### config.mk
export PLATFORM = sky130hd
export DESIGN_NAME = icm_counter
export DESIGN_NICKNAME = d
export VERILOG_FILES = /design/src/icm_pkg.sv /design/src/icm_counter.sv
export SDC_FILE = /design/constraint.sdc
export NUM_CORES = 1
export LEC_CHECK = 0
export BUFFER_PORTS_ARGS = -buffer_cell sky130_fd_sc_hd__buf_4
export CAP_MARGIN = 20
export CELL_PAD_IN_SITES_DETAIL_PLACEMENT = 1
export CELL_PAD_IN_SITES_GLOBAL_PLACEMENT = 1
export CORE_MARGIN = 1
export CORE_UTILIZATION = 46
export DETAILED_ROUTE_END_ITERATION = 16
export GPL_TIMING_DRIVEN = 0
export MAX_ROUTING_LAYER = met4
export PLACE_DENSITY = 0.92
export RECOVER_POWER = 50
export REMOVE_ABC_BUFFERS = 1
export SLEW_MARGIN = 20
export SYNTH_ARGS = -nofsm -noshare
export SYNTH_HDL_FRONTEND = slang
export SYNTH_SLANG_ARGS = --single-unit
### constraint.sdc
create_clock -name clk_i -period 4.7 [get_ports clk_i]
set_clock_uncertainty 0.1 [all_clocks]
set_input_delay 0.235 -clock clk_i [delete_from_list [all_inputs] [get_ports clk_i]]
set_output_delay 0.235 -clock clk_i [all_outputs]
set_load 0.05 [all_outputs]
### src/icm_pkg.sv
// Package with constants and types for the interval counter
package icm_pkg;
   // ---------------------------------------------------------------
   // Control word field positions
   // ---------------------------------------------------------------
   localparam int SEL_HI  = 7; // Counter select field, top bit
   localparam int SEL_LO  = 6; // Counter select field, low bit
   localparam int RL_HI   = 5; // Read/load format field, top bit
   localparam int RL_LO   = 4; // Read/load format field, low bit
   localparam int MODE_HI = 3; // Operating mode field, top bit
   localparam int MODE_LO = 1; // Operating mode field, low bit
   localparam int BCD_BIT = 0; // Decimal count select
   // ---------------------------------------------------------------
   // Read/load format codes
   // ---------------------------------------------------------------
   localparam logic [1:0] RL_LATCH = 2'h0; // Latch command, not handled
   localparam logic [1:0] RL_LSB   = 2'h1; // Low byte only
   localparam logic [1:0] RL_MSB   = 2'h2; // High byte only
   localparam logic [1:0] RL_BOTH  = 2'h3; // Low byte then high byte
   // ---------------------------------------------------------------
   // Operating modes (normalised, top bit dropped for modes 2 and 3)
   // ---------------------------------------------------------------
   localparam logic [2:0] MODE_EVENT  = 3'h0; // Terminal count event
   localparam logic [2:0] MODE_ONESHOT = 3'h1; // Gate-triggered one-shot
   localparam logic [2:0] MODE_RATE   = 3'h2; // Rate generator
   localparam logic [2:0] MODE_SQUARE = 3'h3; // Square-wave generator
   // ---------------------------------------------------------------
   // Reset values and counting constants
   // ---------------------------------------------------------------
   localparam logic [15:0] CE_RST   = 16'h0000; // Element after reset
   localparam logic [15:0] CE_ONE   = 16'h0001; // Terminal value
   localparam logic [15:0] CE_TWO   = 16'h0002; // Half-cycle end
   localparam logic [1:0]  CHAN_RST = 2'h0;     // Default channel number
   // Counter sequencing states, Gray along idle, wait, run
   typedef enum logic [1:0] {
      ICM_IDLE = 2'b00, // No count to act on
      ICM_WAIT = 2'b01, // Count written, awaiting load
      ICM_RUN  = 2'b11  // Counting element live
   } icm_state_t;
endpackage

### src/icm_counter.sv
// One channel of a programmable interval counter, modes 0 to 3
// Notes on behaviour
// Zero count means 10000H steps
// Host avoids count 1 in modes 2, 3
// Mode 0: control word drives output low
// Mode 0: gate high counts, low suspends
// Mode 0: load next clock, high at N+1
// Mode 0: first byte halts, forces low
// Mode 0: count loads even with gate low
// Mode 1: trigger loads, output low N clocks
// Mode 1: output stays high until retrigger
// Mode 1: gate fall ignored, rise reloads
// Mode 1: new count waits for retrigger
// Mode 2: low one clock at 1, period N
// Mode 2: gate low stops, forces high
// Mode 2: first low pulse N clocks later
// Mode 2: new count at trigger or cycle end
// Mode 3: square wave of period N
// Mode 3: gate low stops, forces high
// Control word fields select, format, mode, decimal
// Mode 3 even: step two, toggle at 2
// Mode 3 odd: high (N+1)/2 counts
// Element steps only on counter clock falls
// Decimal select counts four BCD digits
`timescale 1ns/1ps
`default_nettype none
module icm_counter #(
   parameter logic [1:0] CHAN_ID = icm_pkg::CHAN_RST // Channel number
) (
   input  wire logic        clk_i,                 // System clock
   input  wire logic        nrst_i,                // Sync reset, low
   input  wire logic        ctrl_wr_i,             // Control word strobe
   input  wire logic        count_wr_i,            // Count byte strobe
   input  wire logic [7:0]  data_i,                // Host write data
   input  wire logic        counter_clock_input_i, // Counter clock
   input  wire logic        counter_gate_input_i,  // Counter gate
   output logic             counter_output_pin_o,  // Counter output
   output logic [15:0]      count_value_o          // Counting element
);
   // ---------------------------------------------------------------
   // Declarations
   // ---------------------------------------------------------------
   icm_pkg::icm_state_t st_r;      // Sequencing state
   logic [15:0] cr_r;              // count_holding_register
   logic [15:0] ce_r;              // Counting element
   logic [2:0]  mode_r;            // operating_mode_field, normalised
   logic [1:0]  rl_r;              // read_load_format_field
   logic        bcd_r;             // Decimal count select
   logic        msb_next_r;        // Next byte is the high byte
   logic        out_r;             // Output level
   logic        trig_r;            // Gate rise not yet consumed
   logic        clk_q_r;           // Counter clock, last sample
   logic        gate_q_r;          // Gate, last sample
   logic        tick_w;            // Counter clock falling edge
   logic        ctrl_we_w;         // Control word for this channel
   logic        last_byte_w;       // Count write completes the value
   logic        first_byte_w;      // First of a two-byte count
   logic        wr_any_w;          // Any write acting on this channel this cycle
   logic [2:0]  mode_nxt;          // Decoded mode of new control word
   logic [15:0] cr_nxt;            // Holding value after this byte

   // ---------------------------------------------------------------
   // Arithmetic helpers
   // ---------------------------------------------------------------
   // One step down, binary or four BCD digits; zero wraps to maximum
   function automatic logic [15:0] dec1(input logic [15:0] v,
                                        input logic        bcd);
      logic [15:0] r;
      logic        brw;
      r   = v;
      brw = 1'b1;
      if (!bcd) begin
         r = v - 16'h0001;
      end else begin
         for (int i = 0; i < 4; i++) begin
            if (brw) begin
               if (v[i*4 +: 4] == 4'h0) begin
                  r[i*4 +: 4] = 4'h9;
               end else begin
                  r[i*4 +: 4] = v[i*4 +: 4] - 4'h1;
                  brw = 1'b0;
               end
            end
         end
      end
      return r;
   endfunction

   // ---------------------------------------------------------------
   // Edge detection and host decode
   // ---------------------------------------------------------------
   // Sample counter clock and gate for edge detection
   always_ff @(posedge clk_i) begin
      if (!nrst_i) begin
         clk_q_r  <= 1'b0;
         gate_q_r <= 1'b0;
      end else begin
         clk_q_r  <= counter_clock_input_i;
         gate_q_r <= counter_gate_input_i;
      end
   end

   assign tick_w = clk_q_r & ~counter_clock_input_i;
   // Control words for other channels and latch commands pass by
   assign ctrl_we_w = ctrl_wr_i
                    & (data_i[icm_pkg::SEL_HI:icm_pkg::SEL_LO] == CHAN_ID)
                    & (data_i[icm_pkg::RL_HI:icm_pkg::RL_LO]
                       != icm_pkg::RL_LATCH);
   // Modes with middle bit set ignore the top bit
   assign mode_nxt = data_i[2] ? {1'b0, data_i[2:1]}
                               : data_i[icm_pkg::MODE_HI:icm_pkg::MODE_LO];
   assign first_byte_w = count_wr_i & (rl_r == icm_pkg::RL_BOTH)
                       & ~msb_next_r;
   assign last_byte_w  = count_wr_i & ~first_byte_w;
   assign wr_any_w     = ctrl_we_w | count_wr_i;

   // Assemble the holding value from the written byte
   always_comb begin
      cr_nxt = cr_r;
      case (rl_r)
         icm_pkg::RL_LSB:  cr_nxt = {8'h00, data_i};
         icm_pkg::RL_MSB:  cr_nxt = {data_i, 8'h00};
         icm_pkg::RL_BOTH: cr_nxt = msb_next_r ? {data_i, cr_r[7:0]}
                                              : {cr_r[15:8], data_i};
         default:          cr_nxt = cr_r;
      endcase
   end

   // ---------------------------------------------------------------
   // Control word and holding register
   // ---------------------------------------------------------------
   // Store control fields, take count bytes
   always_ff @(posedge clk_i) begin
      if (!nrst_i) begin
         mode_r     <= icm_pkg::MODE_EVENT;
         rl_r       <= icm_pkg::RL_LSB;
         bcd_r      <= 1'b0;
         msb_next_r <= 1'b0;
         cr_r       <= icm_pkg::CE_RST;
      end else if (ctrl_we_w) begin
         mode_r     <= mode_nxt;
         rl_r       <= data_i[icm_pkg::RL_HI:icm_pkg::RL_LO];
         bcd_r      <= data_i[icm_pkg::BCD_BIT];
         msb_next_r <= 1'b0;
      end else if (count_wr_i) begin
         cr_r       <= cr_nxt;
         msb_next_r <= first_byte_w;
      end
   end

   // Latch gate rising edge until the next counter clock fall
   // A rise in the same cycle as a tick wins and waits for the next tick
   always_ff @(posedge clk_i) begin
      if (!nrst_i) begin
         trig_r <= 1'b0;
      end else if (counter_gate_input_i && !gate_q_r) begin
         trig_r <= 1'b1;
      end else if (ctrl_we_w || tick_w) begin
         trig_r <= 1'b0;
      end
   end

   // ---------------------------------------------------------------
   // Counting element, state and output
   // ---------------------------------------------------------------
   // Writes take priority; a counter clock fall in a write cycle is lost
   always_ff @(posedge clk_i) begin
      if (!nrst_i) begin
         st_r  <= icm_pkg::ICM_IDLE;
         ce_r  <= icm_pkg::CE_RST;
         out_r <= 1'b0;
      end else if (ctrl_we_w) begin
         // New control word: element cleared, output preset
         st_r  <= icm_pkg::ICM_IDLE;
         ce_r  <= icm_pkg::CE_RST;
         out_r <= (mode_nxt != icm_pkg::MODE_EVENT);
      end else if (count_wr_i) begin
         if (mode_r == icm_pkg::MODE_EVENT) begin
            out_r <= 1'b0;
            st_r  <= first_byte_w ? icm_pkg::ICM_IDLE
                                  : icm_pkg::ICM_WAIT;
         end else if (last_byte_w && st_r == icm_pkg::ICM_IDLE) begin
            st_r  <= icm_pkg::ICM_WAIT;
         end
      end else begin
         case (mode_r)
            icm_pkg::MODE_EVENT: begin
               if (tick_w && st_r == icm_pkg::ICM_WAIT) begin
                  ce_r <= cr_r;
                  st_r <= icm_pkg::ICM_RUN;
               end else if (tick_w && st_r == icm_pkg::ICM_RUN
                            && counter_gate_input_i) begin
                  ce_r <= dec1(ce_r, bcd_r);
                  if (ce_r == icm_pkg::CE_ONE) begin
                     out_r <= 1'b1;
                  end
               end
            end
            icm_pkg::MODE_ONESHOT: begin
               if (tick_w && trig_r && st_r != icm_pkg::ICM_IDLE) begin
                  ce_r  <= cr_r;
                  out_r <= 1'b0;
                  st_r  <= icm_pkg::ICM_RUN;
               end else if (tick_w && st_r == icm_pkg::ICM_RUN) begin
                  ce_r <= dec1(ce_r, bcd_r);
                  if (ce_r == icm_pkg::CE_ONE) begin
                     out_r <= 1'b1;
                     st_r  <= icm_pkg::ICM_WAIT;
                  end
               end
            end
            icm_pkg::MODE_RATE: begin
               if (!counter_gate_input_i) begin
                  out_r <= 1'b1;
               end else if (tick_w && st_r != icm_pkg::ICM_IDLE
                            && (trig_r || st_r == icm_pkg::ICM_WAIT)) begin
                  ce_r  <= cr_r;
                  out_r <= 1'b1;
                  st_r  <= icm_pkg::ICM_RUN;
               end else if (tick_w && st_r == icm_pkg::ICM_RUN) begin
                  if (ce_r == icm_pkg::CE_ONE) begin
                     ce_r  <= cr_r;
                     out_r <= 1'b1;
                  end else begin
                     ce_r  <= dec1(ce_r, bcd_r);
                     out_r <= (ce_r != icm_pkg::CE_TWO);
                  end
               end
            end
            icm_pkg::MODE_SQUARE: begin
               if (!counter_gate_input_i) begin
                  out_r <= 1'b1;
               end else if (tick_w && st_r != icm_pkg::ICM_IDLE
                            && (trig_r || st_r == icm_pkg::ICM_WAIT)) begin
                  ce_r  <= cr_r;
                  out_r <= 1'b1;
                  st_r  <= icm_pkg::ICM_RUN;
               end else if (tick_w && st_r == icm_pkg::ICM_RUN) begin
                  if (ce_r == icm_pkg::CE_TWO) begin
                     out_r <= ~out_r;
                     // Odd count: low half starts one shorter
                     ce_r  <= (out_r && cr_r[0]) ? dec1(cr_r, bcd_r)
                                                : cr_r;
                  end else if (ce_r[0]) begin
                     ce_r <= dec1(ce_r, bcd_r);
                  end else begin
                     ce_r <= dec1(dec1(ce_r, bcd_r), bcd_r);
                  end
               end
            end
            default: begin
               // Modes 4 and 5 are not provided: hold
               st_r <= icm_pkg::ICM_IDLE;
            end
         endcase
      end
   end

   assign counter_output_pin_o = out_r;
   assign count_value_o        = ce_r;

   // ---------------------------------------------------------------
   // Assertions
   // ---------------------------------------------------------------
   ctrl_out_low_a: assert property (
      @(posedge clk_i) disable iff (!nrst_i)
      ctrl_we_w && mode_nxt == icm_pkg::MODE_EVENT |=> !out_r)
      else $error("Mode 0 control word did not drive output low");
   ctrl_out_high_a: assert property (
      @(posedge clk_i) disable iff (!nrst_i)
      ctrl_we_w && mode_nxt != icm_pkg::MODE_EVENT |=> out_r)
      else $error("Control word did not preset output high");
   m0_load_a: assert property (@(posedge clk_i) disable iff (!nrst_i)
      !wr_any_w && tick_w && st_r == icm_pkg::ICM_WAIT
      && mode_r == icm_pkg::MODE_EVENT |=> ce_r == $past(cr_r) && !out_r)
      else $error("Mode 0 load did not copy holding value");
   m0_gate_hold_a: assert property (
      @(posedge clk_i) disable iff (!nrst_i)
      !wr_any_w && mode_r == icm_pkg::MODE_EVENT && st_r == icm_pkg::ICM_RUN
      && !counter_gate_input_i |=> $stable(ce_r) && $stable(out_r))
      else $error("Mode 0 counted with gate low");
   m0_first_byte_a: assert property (
      @(posedge clk_i) disable iff (!nrst_i)
      !ctrl_we_w && first_byte_w && mode_r == icm_pkg::MODE_EVENT
      |=> !out_r && st_r == icm_pkg::ICM_IDLE)
      else $error("Mode 0 first byte did not halt counting");
   m0_terminal_a: assert property (
      @(posedge clk_i) disable iff (!nrst_i)
      !wr_any_w && tick_w && mode_r == icm_pkg::MODE_EVENT
      && st_r == icm_pkg::ICM_RUN && counter_gate_input_i
      && ce_r == icm_pkg::CE_ONE |=> out_r && ce_r == icm_pkg::CE_RST)
      else $error("Mode 0 output not high at terminal count");
   m1_trigger_a: assert property (
      @(posedge clk_i) disable iff (!nrst_i)
      !wr_any_w && tick_w && trig_r && mode_r == icm_pkg::MODE_ONESHOT
      && st_r != icm_pkg::ICM_IDLE |=> !out_r && ce_r == $past(cr_r))
      else $error("Mode 1 trigger did not start pulse");
   m2_gate_low_a: assert property (
      @(posedge clk_i) disable iff (!nrst_i)
      !wr_any_w && mode_r == icm_pkg::MODE_RATE && !counter_gate_input_i
      |=> out_r && $stable(ce_r))
      else $error("Mode 2 gate low did not force output high");
   m2_pulse_a: assert property (@(posedge clk_i) disable iff (!nrst_i)
      !wr_any_w && tick_w && mode_r == icm_pkg::MODE_RATE
      && st_r == icm_pkg::ICM_RUN && counter_gate_input_i && !trig_r
      && ce_r == icm_pkg::CE_TWO |=> !out_r && ce_r == icm_pkg::CE_ONE)
      else $error("Mode 2 low pulse missing at count one");
   m3_gate_low_a: assert property (
      @(posedge clk_i) disable iff (!nrst_i)
      !wr_any_w && mode_r == icm_pkg::MODE_SQUARE && !counter_gate_input_i
      |=> out_r)
      else $error("Mode 3 gate low did not force output high");
   m3_toggle_a: assert property (
      @(posedge clk_i) disable iff (!nrst_i)
      !wr_any_w && tick_w && mode_r == icm_pkg::MODE_SQUARE
      && st_r == icm_pkg::ICM_RUN && counter_gate_input_i && !trig_r
      && ce_r == icm_pkg::CE_TWO |=> out_r != $past(out_r))
      else $error("Mode 3 output did not toggle at two");
endmodule // icm_counter
`default_nettype wire

==> results of run 1 <==
==> flip-flops by register name, summed over array words and instances (netlist names), 2 cells and up <==
name / cells
count_value_o: 16
cr_r: 16
rl_r: 2
mode_r: 3
st_r: 2
==> per-layer routing <==
layer	global-route usage, %	routed length [µm]	vias to the layer above	part of all wire (%)
li1	-	-	2483	-
met1	40.7	7460	2639	43
met3	4.22	1100	50	6.3
met5	-	0	-	0
met2	54.3	8350	259	48
met4	12.9	517	0	3.0
==> worst max-delay path, stage by stage (launching register included) <==
cell	delay [ns]
dfxtp_2	0.54
inv_1	0.54
ha_1	0.48
nor3b_2	0.46
mux2_2	0.41
a2111oi_4	0.50
and3_1	0.45
nand2_1	0.11
or3_1	0.39
a31oi_1	0.18
a21oi_1	0.08
==> synth_stat cells (14+ instances only) <==
cell / count / share of area (%)
a21oi_1: 59 / 6.2
a22o_1: 14 / 2.6
clkbuf_1: 36 / 2.8
dfxtp_1: 45 / 19
inv_1: 17 / 1.3
nand2_1: 57 / 4.5
nand3_1: 23 / 2.4
nor2_1: 54 / 4.3
nor3_1: 21 / 2.2
o211ai_1: 21 / 3.3
o21ai_0: 48 / 5.0
==> cell families (layout without fill, tap and decap cells) <==
group	Yosys count	count (layout)	synth area share (%)
AND/OR/NAND/NOR	257	257	30.0
multiplexers	7	7	1.52
AO/OA/AOI/OAI	255	255	36.7
flip-flops	45	45	18.9
buffers and inverters	76	56	7.49
adder cells (fa/ha/maj)	8	8	2.10
XOR/XNOR	18	18	3.31
==> power by group through the flow <==
stage | Combinational [W] | Clock, W | Sequential (W)
3_3_place_gp | 0.000387 | 0 | 0.000432
4_1_cts | 0.000411 | 0.000313 | 0.000423
3_5_place_dp | 0.000407 | 0 | 0.000432
5_1_grt | 0.000451 | 0.000327 | 0.000427
2_1_floorplan | 0.000282 | 0 | 0.000435
6_report | 0.000417 | 0.000310 | 0.000425
==> layout make-up <==
| cell class | instances | area [µm²] | area share [%] |
|---|---|---|---|
| Clock buffer | 5 | 68.8 | 1.39 |
| Clock inverter | 3 | 46.3 | 0.937 |
| Inverter | 17 | 63.8 | 1.29 |
| Multi-Input combinational cell | 545 | 3510 | 71.1 |
| Sequential cell | 45 | 903 | 18.3 |
| Tap cell | 133 | 166 | 3.37 |
| Timing Repair Buffer | 31 | 181 | 3.67 |
==> stage by stage <==
| step | TNS (ns) | hold slack, ns | util (%) |
|---|---|---|---|
| after floorplan | 0 | 0.224 | - |
| final | 0 | 0.0365 | 49.9 |
| after global routing | 0 | 0.0445 | 49.9 |
| after global placement | 0 | 0.306 | 49.0 |
| after CTS | 0 | 0.0303 | 50.5 |
| after detailed placement | -0.0747 | 0.329 | 49.3 |
==> what timing repair did <==
action / in CTS / in global routing
gates resized for setup: 1 / 1
endpoints found under the setup margin: 4 / 4
endpoints found under the hold margin: 0 / 0
hold buffers: 0 / 0
cloned: 0 / 0
==> path summary, 6_finish.rpt <==
kind,start,to,cells past startpoint
max reg2reg,count_value_o[0],count_value_o[11],10
max,count_value_o[0],count_value_o[11],10
min reg2reg,gate_q_r,trig_r,1
min,counter_clock_input_i,clk_q_r,2
==> results.toml, run 1 <==
[status]
outcome = "completed"

[critical_path]
crit_fanout = 32
critPathLaunchType = "flip-flop"
endpoint_kind = "flip-flop"
crit_type = "reg2reg"
r2r_setup_slack_ns = 0.34
arrival_ns = 4.47
worstPathRequired_ns = 4.81

[cts]
tritoncts = "done"
cts_max_level = 2
cts_max_path_buffers = 2
numClockSinks = 45
clk_pin_slew_ns = 0.09
cts_root_buf = "clkbuf_8"
cts_made_buffers = 5
postCtsSetupBuffers = 0
worstSkewPairLatency_ns = 0.32

[finish]
layoutNonFillerInstCount = 779
layout_commonest_cell = "a21oi_1"
nets = 667
layout-drive-gt1-share_pct = 7.74
syn_to_final_growth_pct = 3.84
final_cell_mix = "a21oi_1, nand2_1, nor2_1"
diodes = 0
finalInstanceArea_mm2 = 0.00494
fill_cells = 1293

[die]
die-area_mm2 = 0.0108
initial_utilization_pct = 48.0
std_cell_rows = 36
pin_count = 31
die_w_um = 104
fp.coreArea_mm2 = 0.00991
die_y_um = 104

[routing]
drt_iter0_markers = 455
wl_per_cell_um = 22.4
vias = 5431
dr.pass1.iters = 7
antenna_left = 0
routed_wirelength_um = 17400
drc = 0
vias_per_cell = 6.97

[pwr]
leakagePower_nw = 1.78
net-switching-power_w = 0.000446
power_frac_seq_pct = 36.9
totalPowerFinal_w = 0.00115
ir_worst_vdd_mv = 0.199
p_int_w = 0.000706
power_density_mw_per_mm2 = 233
p_clk_share_pct = 26.9
power_frac_comb_pct = 36.2
swShare_pct = 38.7

[sta]
hold_viol = 0
fin_ws_ns = 0.342
period_share_pct = 92.7
slew_violations = 0
worst_pin_slew_ns = 1.11
relSlewSlack_pct = 26.0
setup_viol = 0
fmax_mhz = 229
period_needed_ns = 4.36
rsz0062_at_grt = "false"

[synthesis]
syn_inst = 666
synth_edf_count = 0
async_flop_share_pct = 0
synth_ff_type = "dfxtp_1"
synth_sequential_area_ratio_pct = 18.9
synth-seq-cells = 45
ys.warnings.count = 0
synth_cell_types = 89
synth_area_mm2 = 0.00476
syn-mean-instance-area_um2 = 7.15

[grt]
grt_pass1_wl_um = 28000
grt_max_degree = 37
grt_pass1_vias = 5344
antenna_found_initial = 0
grt_overflow_total = 0
track_usage_pct = 32.8

[place]
dp.final_hpwl_um = 12900
dp.cells = 771
port_buffers = 30
dp_worst_setup_slack_ns = -0.0392
placed_area_mm2 = 0.00488
place.gp.congestion = 0.989

[run]
maxCapViolCount = 0

[worst_hold_path]
hold_class = "in2reg"
(Power assumes the default switching activity.)
==> run 2, diff against run 1 <==
Settings changed: CORE_UTILIZATION 46 to 41, PLACE_DENSITY 0.92 to 0.88, SKIP_LAST_GASP set to 1.
Clock period 4.7 ns to 3.7 ns, I/O delays scaled along.
==> run 2 against run 1 <==
Total power grew 40%. Combinational power up 30%. Worst hold slack got worse by 0.026 ns. Critical path depth grew 2. Via count fell by 1.5%. Clock power grew 73%. Routed wire length up 1.3%. Cell count is 1.0% higher. Core utilization decreased by 3.8 points. First-iteration DRC count rose by 19%. Register-to-register slack lost 0.24 ns. Non-clock buffer count grew 1.
==> results.toml, run 2 (synthesis results as in run 1) <==
[critical_path]
worstPathRequired_ns = 3.82
crit_fanout = 32
endpoint_kind = "flip-flop"
r2r_start = "count_value_o[0]"
arrival_ns = 3.72
crit_type = "reg2reg"
critPathLaunchType = "flip-flop"
startpoint = "count_value_o[0]"

[cts]
cts_max_path_buffers = 2
clk_pin_slew_ns = 0.07
tritoncts = "done"
cts_hold_buf = 0
worstSkewPairLatency_ns = 0.29
cts_made_buffers = 5
cts_max_level = 2
cts_root_buf = "clkbuf_16"
numClockSinks = 45

[grt]
track_usage_pct = 31.4
grt_pass1_wl_um = 28700
antenna_found_initial = 0
grt_overflow_total = 0
grt_pass1_vias = 5388
grt_max_degree = 37

[finish]
syn_to_final_growth_pct = 7.12
nets = 668
layout-drive-gt1-share_pct = 10.4
diodes = 0
fill_cells = 1399
final_cell_mix = "a21oi_1, nand2_1, nor2_1"
layout_commonest_cell = "a21oi_1"
layoutNonFillerInstCount = 787

[sta]
rsz0062_at_grt = "true"
fin_ws_ns = 0.0990
setup_viol = 0
fmax_mhz = 278
period_share_pct = 97.3
worst_pin_slew_ns = 0.951
relSlewSlack_pct = 36.0
hold_viol = 0
slew_violations = 0
period_needed_ns = 3.60

[place]
port_buffers = 30
dp_worst_setup_slack_ns = -1.05
dp.final_hpwl_um = 13000
dp.cells = 778
place.gp.congestion = 0.951

[pwr]
leakagePower_nw = 1.85
ir_worst_vdd_mv = 0.206
power_density_mw_per_mm2 = 317
totalPowerFinal_w = 0.00162
net-switching-power_w = 0.000581
swShare_pct = 35.9
p_int_w = 0.00104
power_frac_comb_pct = 33.5
power_frac_seq_pct = 33.4
p_clk_share_pct = 33.2

[routing]
routed_wirelength_um = 17600
drc = 0
vias = 5351
drt_iter0_markers = 542
vias_per_cell = 6.80
antenna_left = 0
dr.pass1.iters = 5
wl_per_cell_um = 22.4

[die]
pin_count = 31
std_cell_rows = 38
initial_utilization_pct = 43.0
die_y_um = 110
fp.coreArea_mm2 = 0.0111
die-area_mm2 = 0.0120
die_w_um = 110

[status]
outcome = "completed"

[run]
maxCapViolCount = 0

[worst_hold_path]
min-delay-start = "counter_clock_input_i"
hold_class = "in2reg"
-- run 2: routing by layer --
layer	global-route usage (%)	wire length (µm)	vias up
met4	12.0	486	0
met1	38.9	7800	2642
met5	-	0	-
li1	-	-	2491
met2	52.9	8620	182
met3	2.79	747	36
-- run 2: final cells by class --
class,count,area [µm²],share of cell area (%)
multi-input combinational,545,3550,69.7
tap,140,175,3.44
clock inverter,2,37.5,0.736
timing repair buffer,32,219,4.29
inverter,17,67.6,1.33
clock buffer,6,139,2.72
sequential,45,906,17.8
-- run 2: per-stage QoR --
step,setup TNS (ns),util (%),hold slack (ns),cell area (µm²)
5_1_grt,-0.00997,46.0,0.0339,5100
2_1_floorplan,-2.08,-,0.174,4470
4_1_cts,0,46.0,0.00755,5090
3_5_place_dp,-10.26,44.2,0.313,4890
6_report,0,46.0,0.0104,5100
3_3_place_gp,-9.05,43.9,0.304,4870
-- run 2: power by group through the flow --
stage                     combinational, W  clock [W]  sequential, W
after floorplan                   0.000358          0       0.000553
after global placement            0.000494          0       0.000550
after detailed placement          0.000520          0       0.000548
after CTS                         0.000526   0.000548       0.000538
after global routing              0.000583   0.000562       0.000542
final                             0.000541   0.000536       0.000540
-- run 2: path summary, 6_finish.rpt --
kind / slack [ns] / cells after the start / to
setup / recovery: 0.1 / 12 / count_value_o[13]
hold / removal: 0.01 / 2 / clk_q_r
setup reg to reg: 0.1 / 12 / count_value_o[13]
hold reg to reg: 0.32 / 1 / trig_r
-- run 2: repair_timing --
item,in CTS,in global routing
setup endpoints to repair,15,10
buffers inserted,1,0
resized for setup,5,10
pin swaps,0,1
-- run 2: worst max-delay path, stage by stage, from the launching register on --
cell and delay (ns):
dfxtp_4 0.47, clkinvlp_4 0.12, buf_4 0.22, ha_2 0.26, or4b_1 0.51, nand2_1 0.19, nand2_1 0.12, xor2_1 0.43
ha_1 0.32, a31o_2 0.22, a31oi_1 0.27, nand3_1 0.12, a31oi_1 0.17
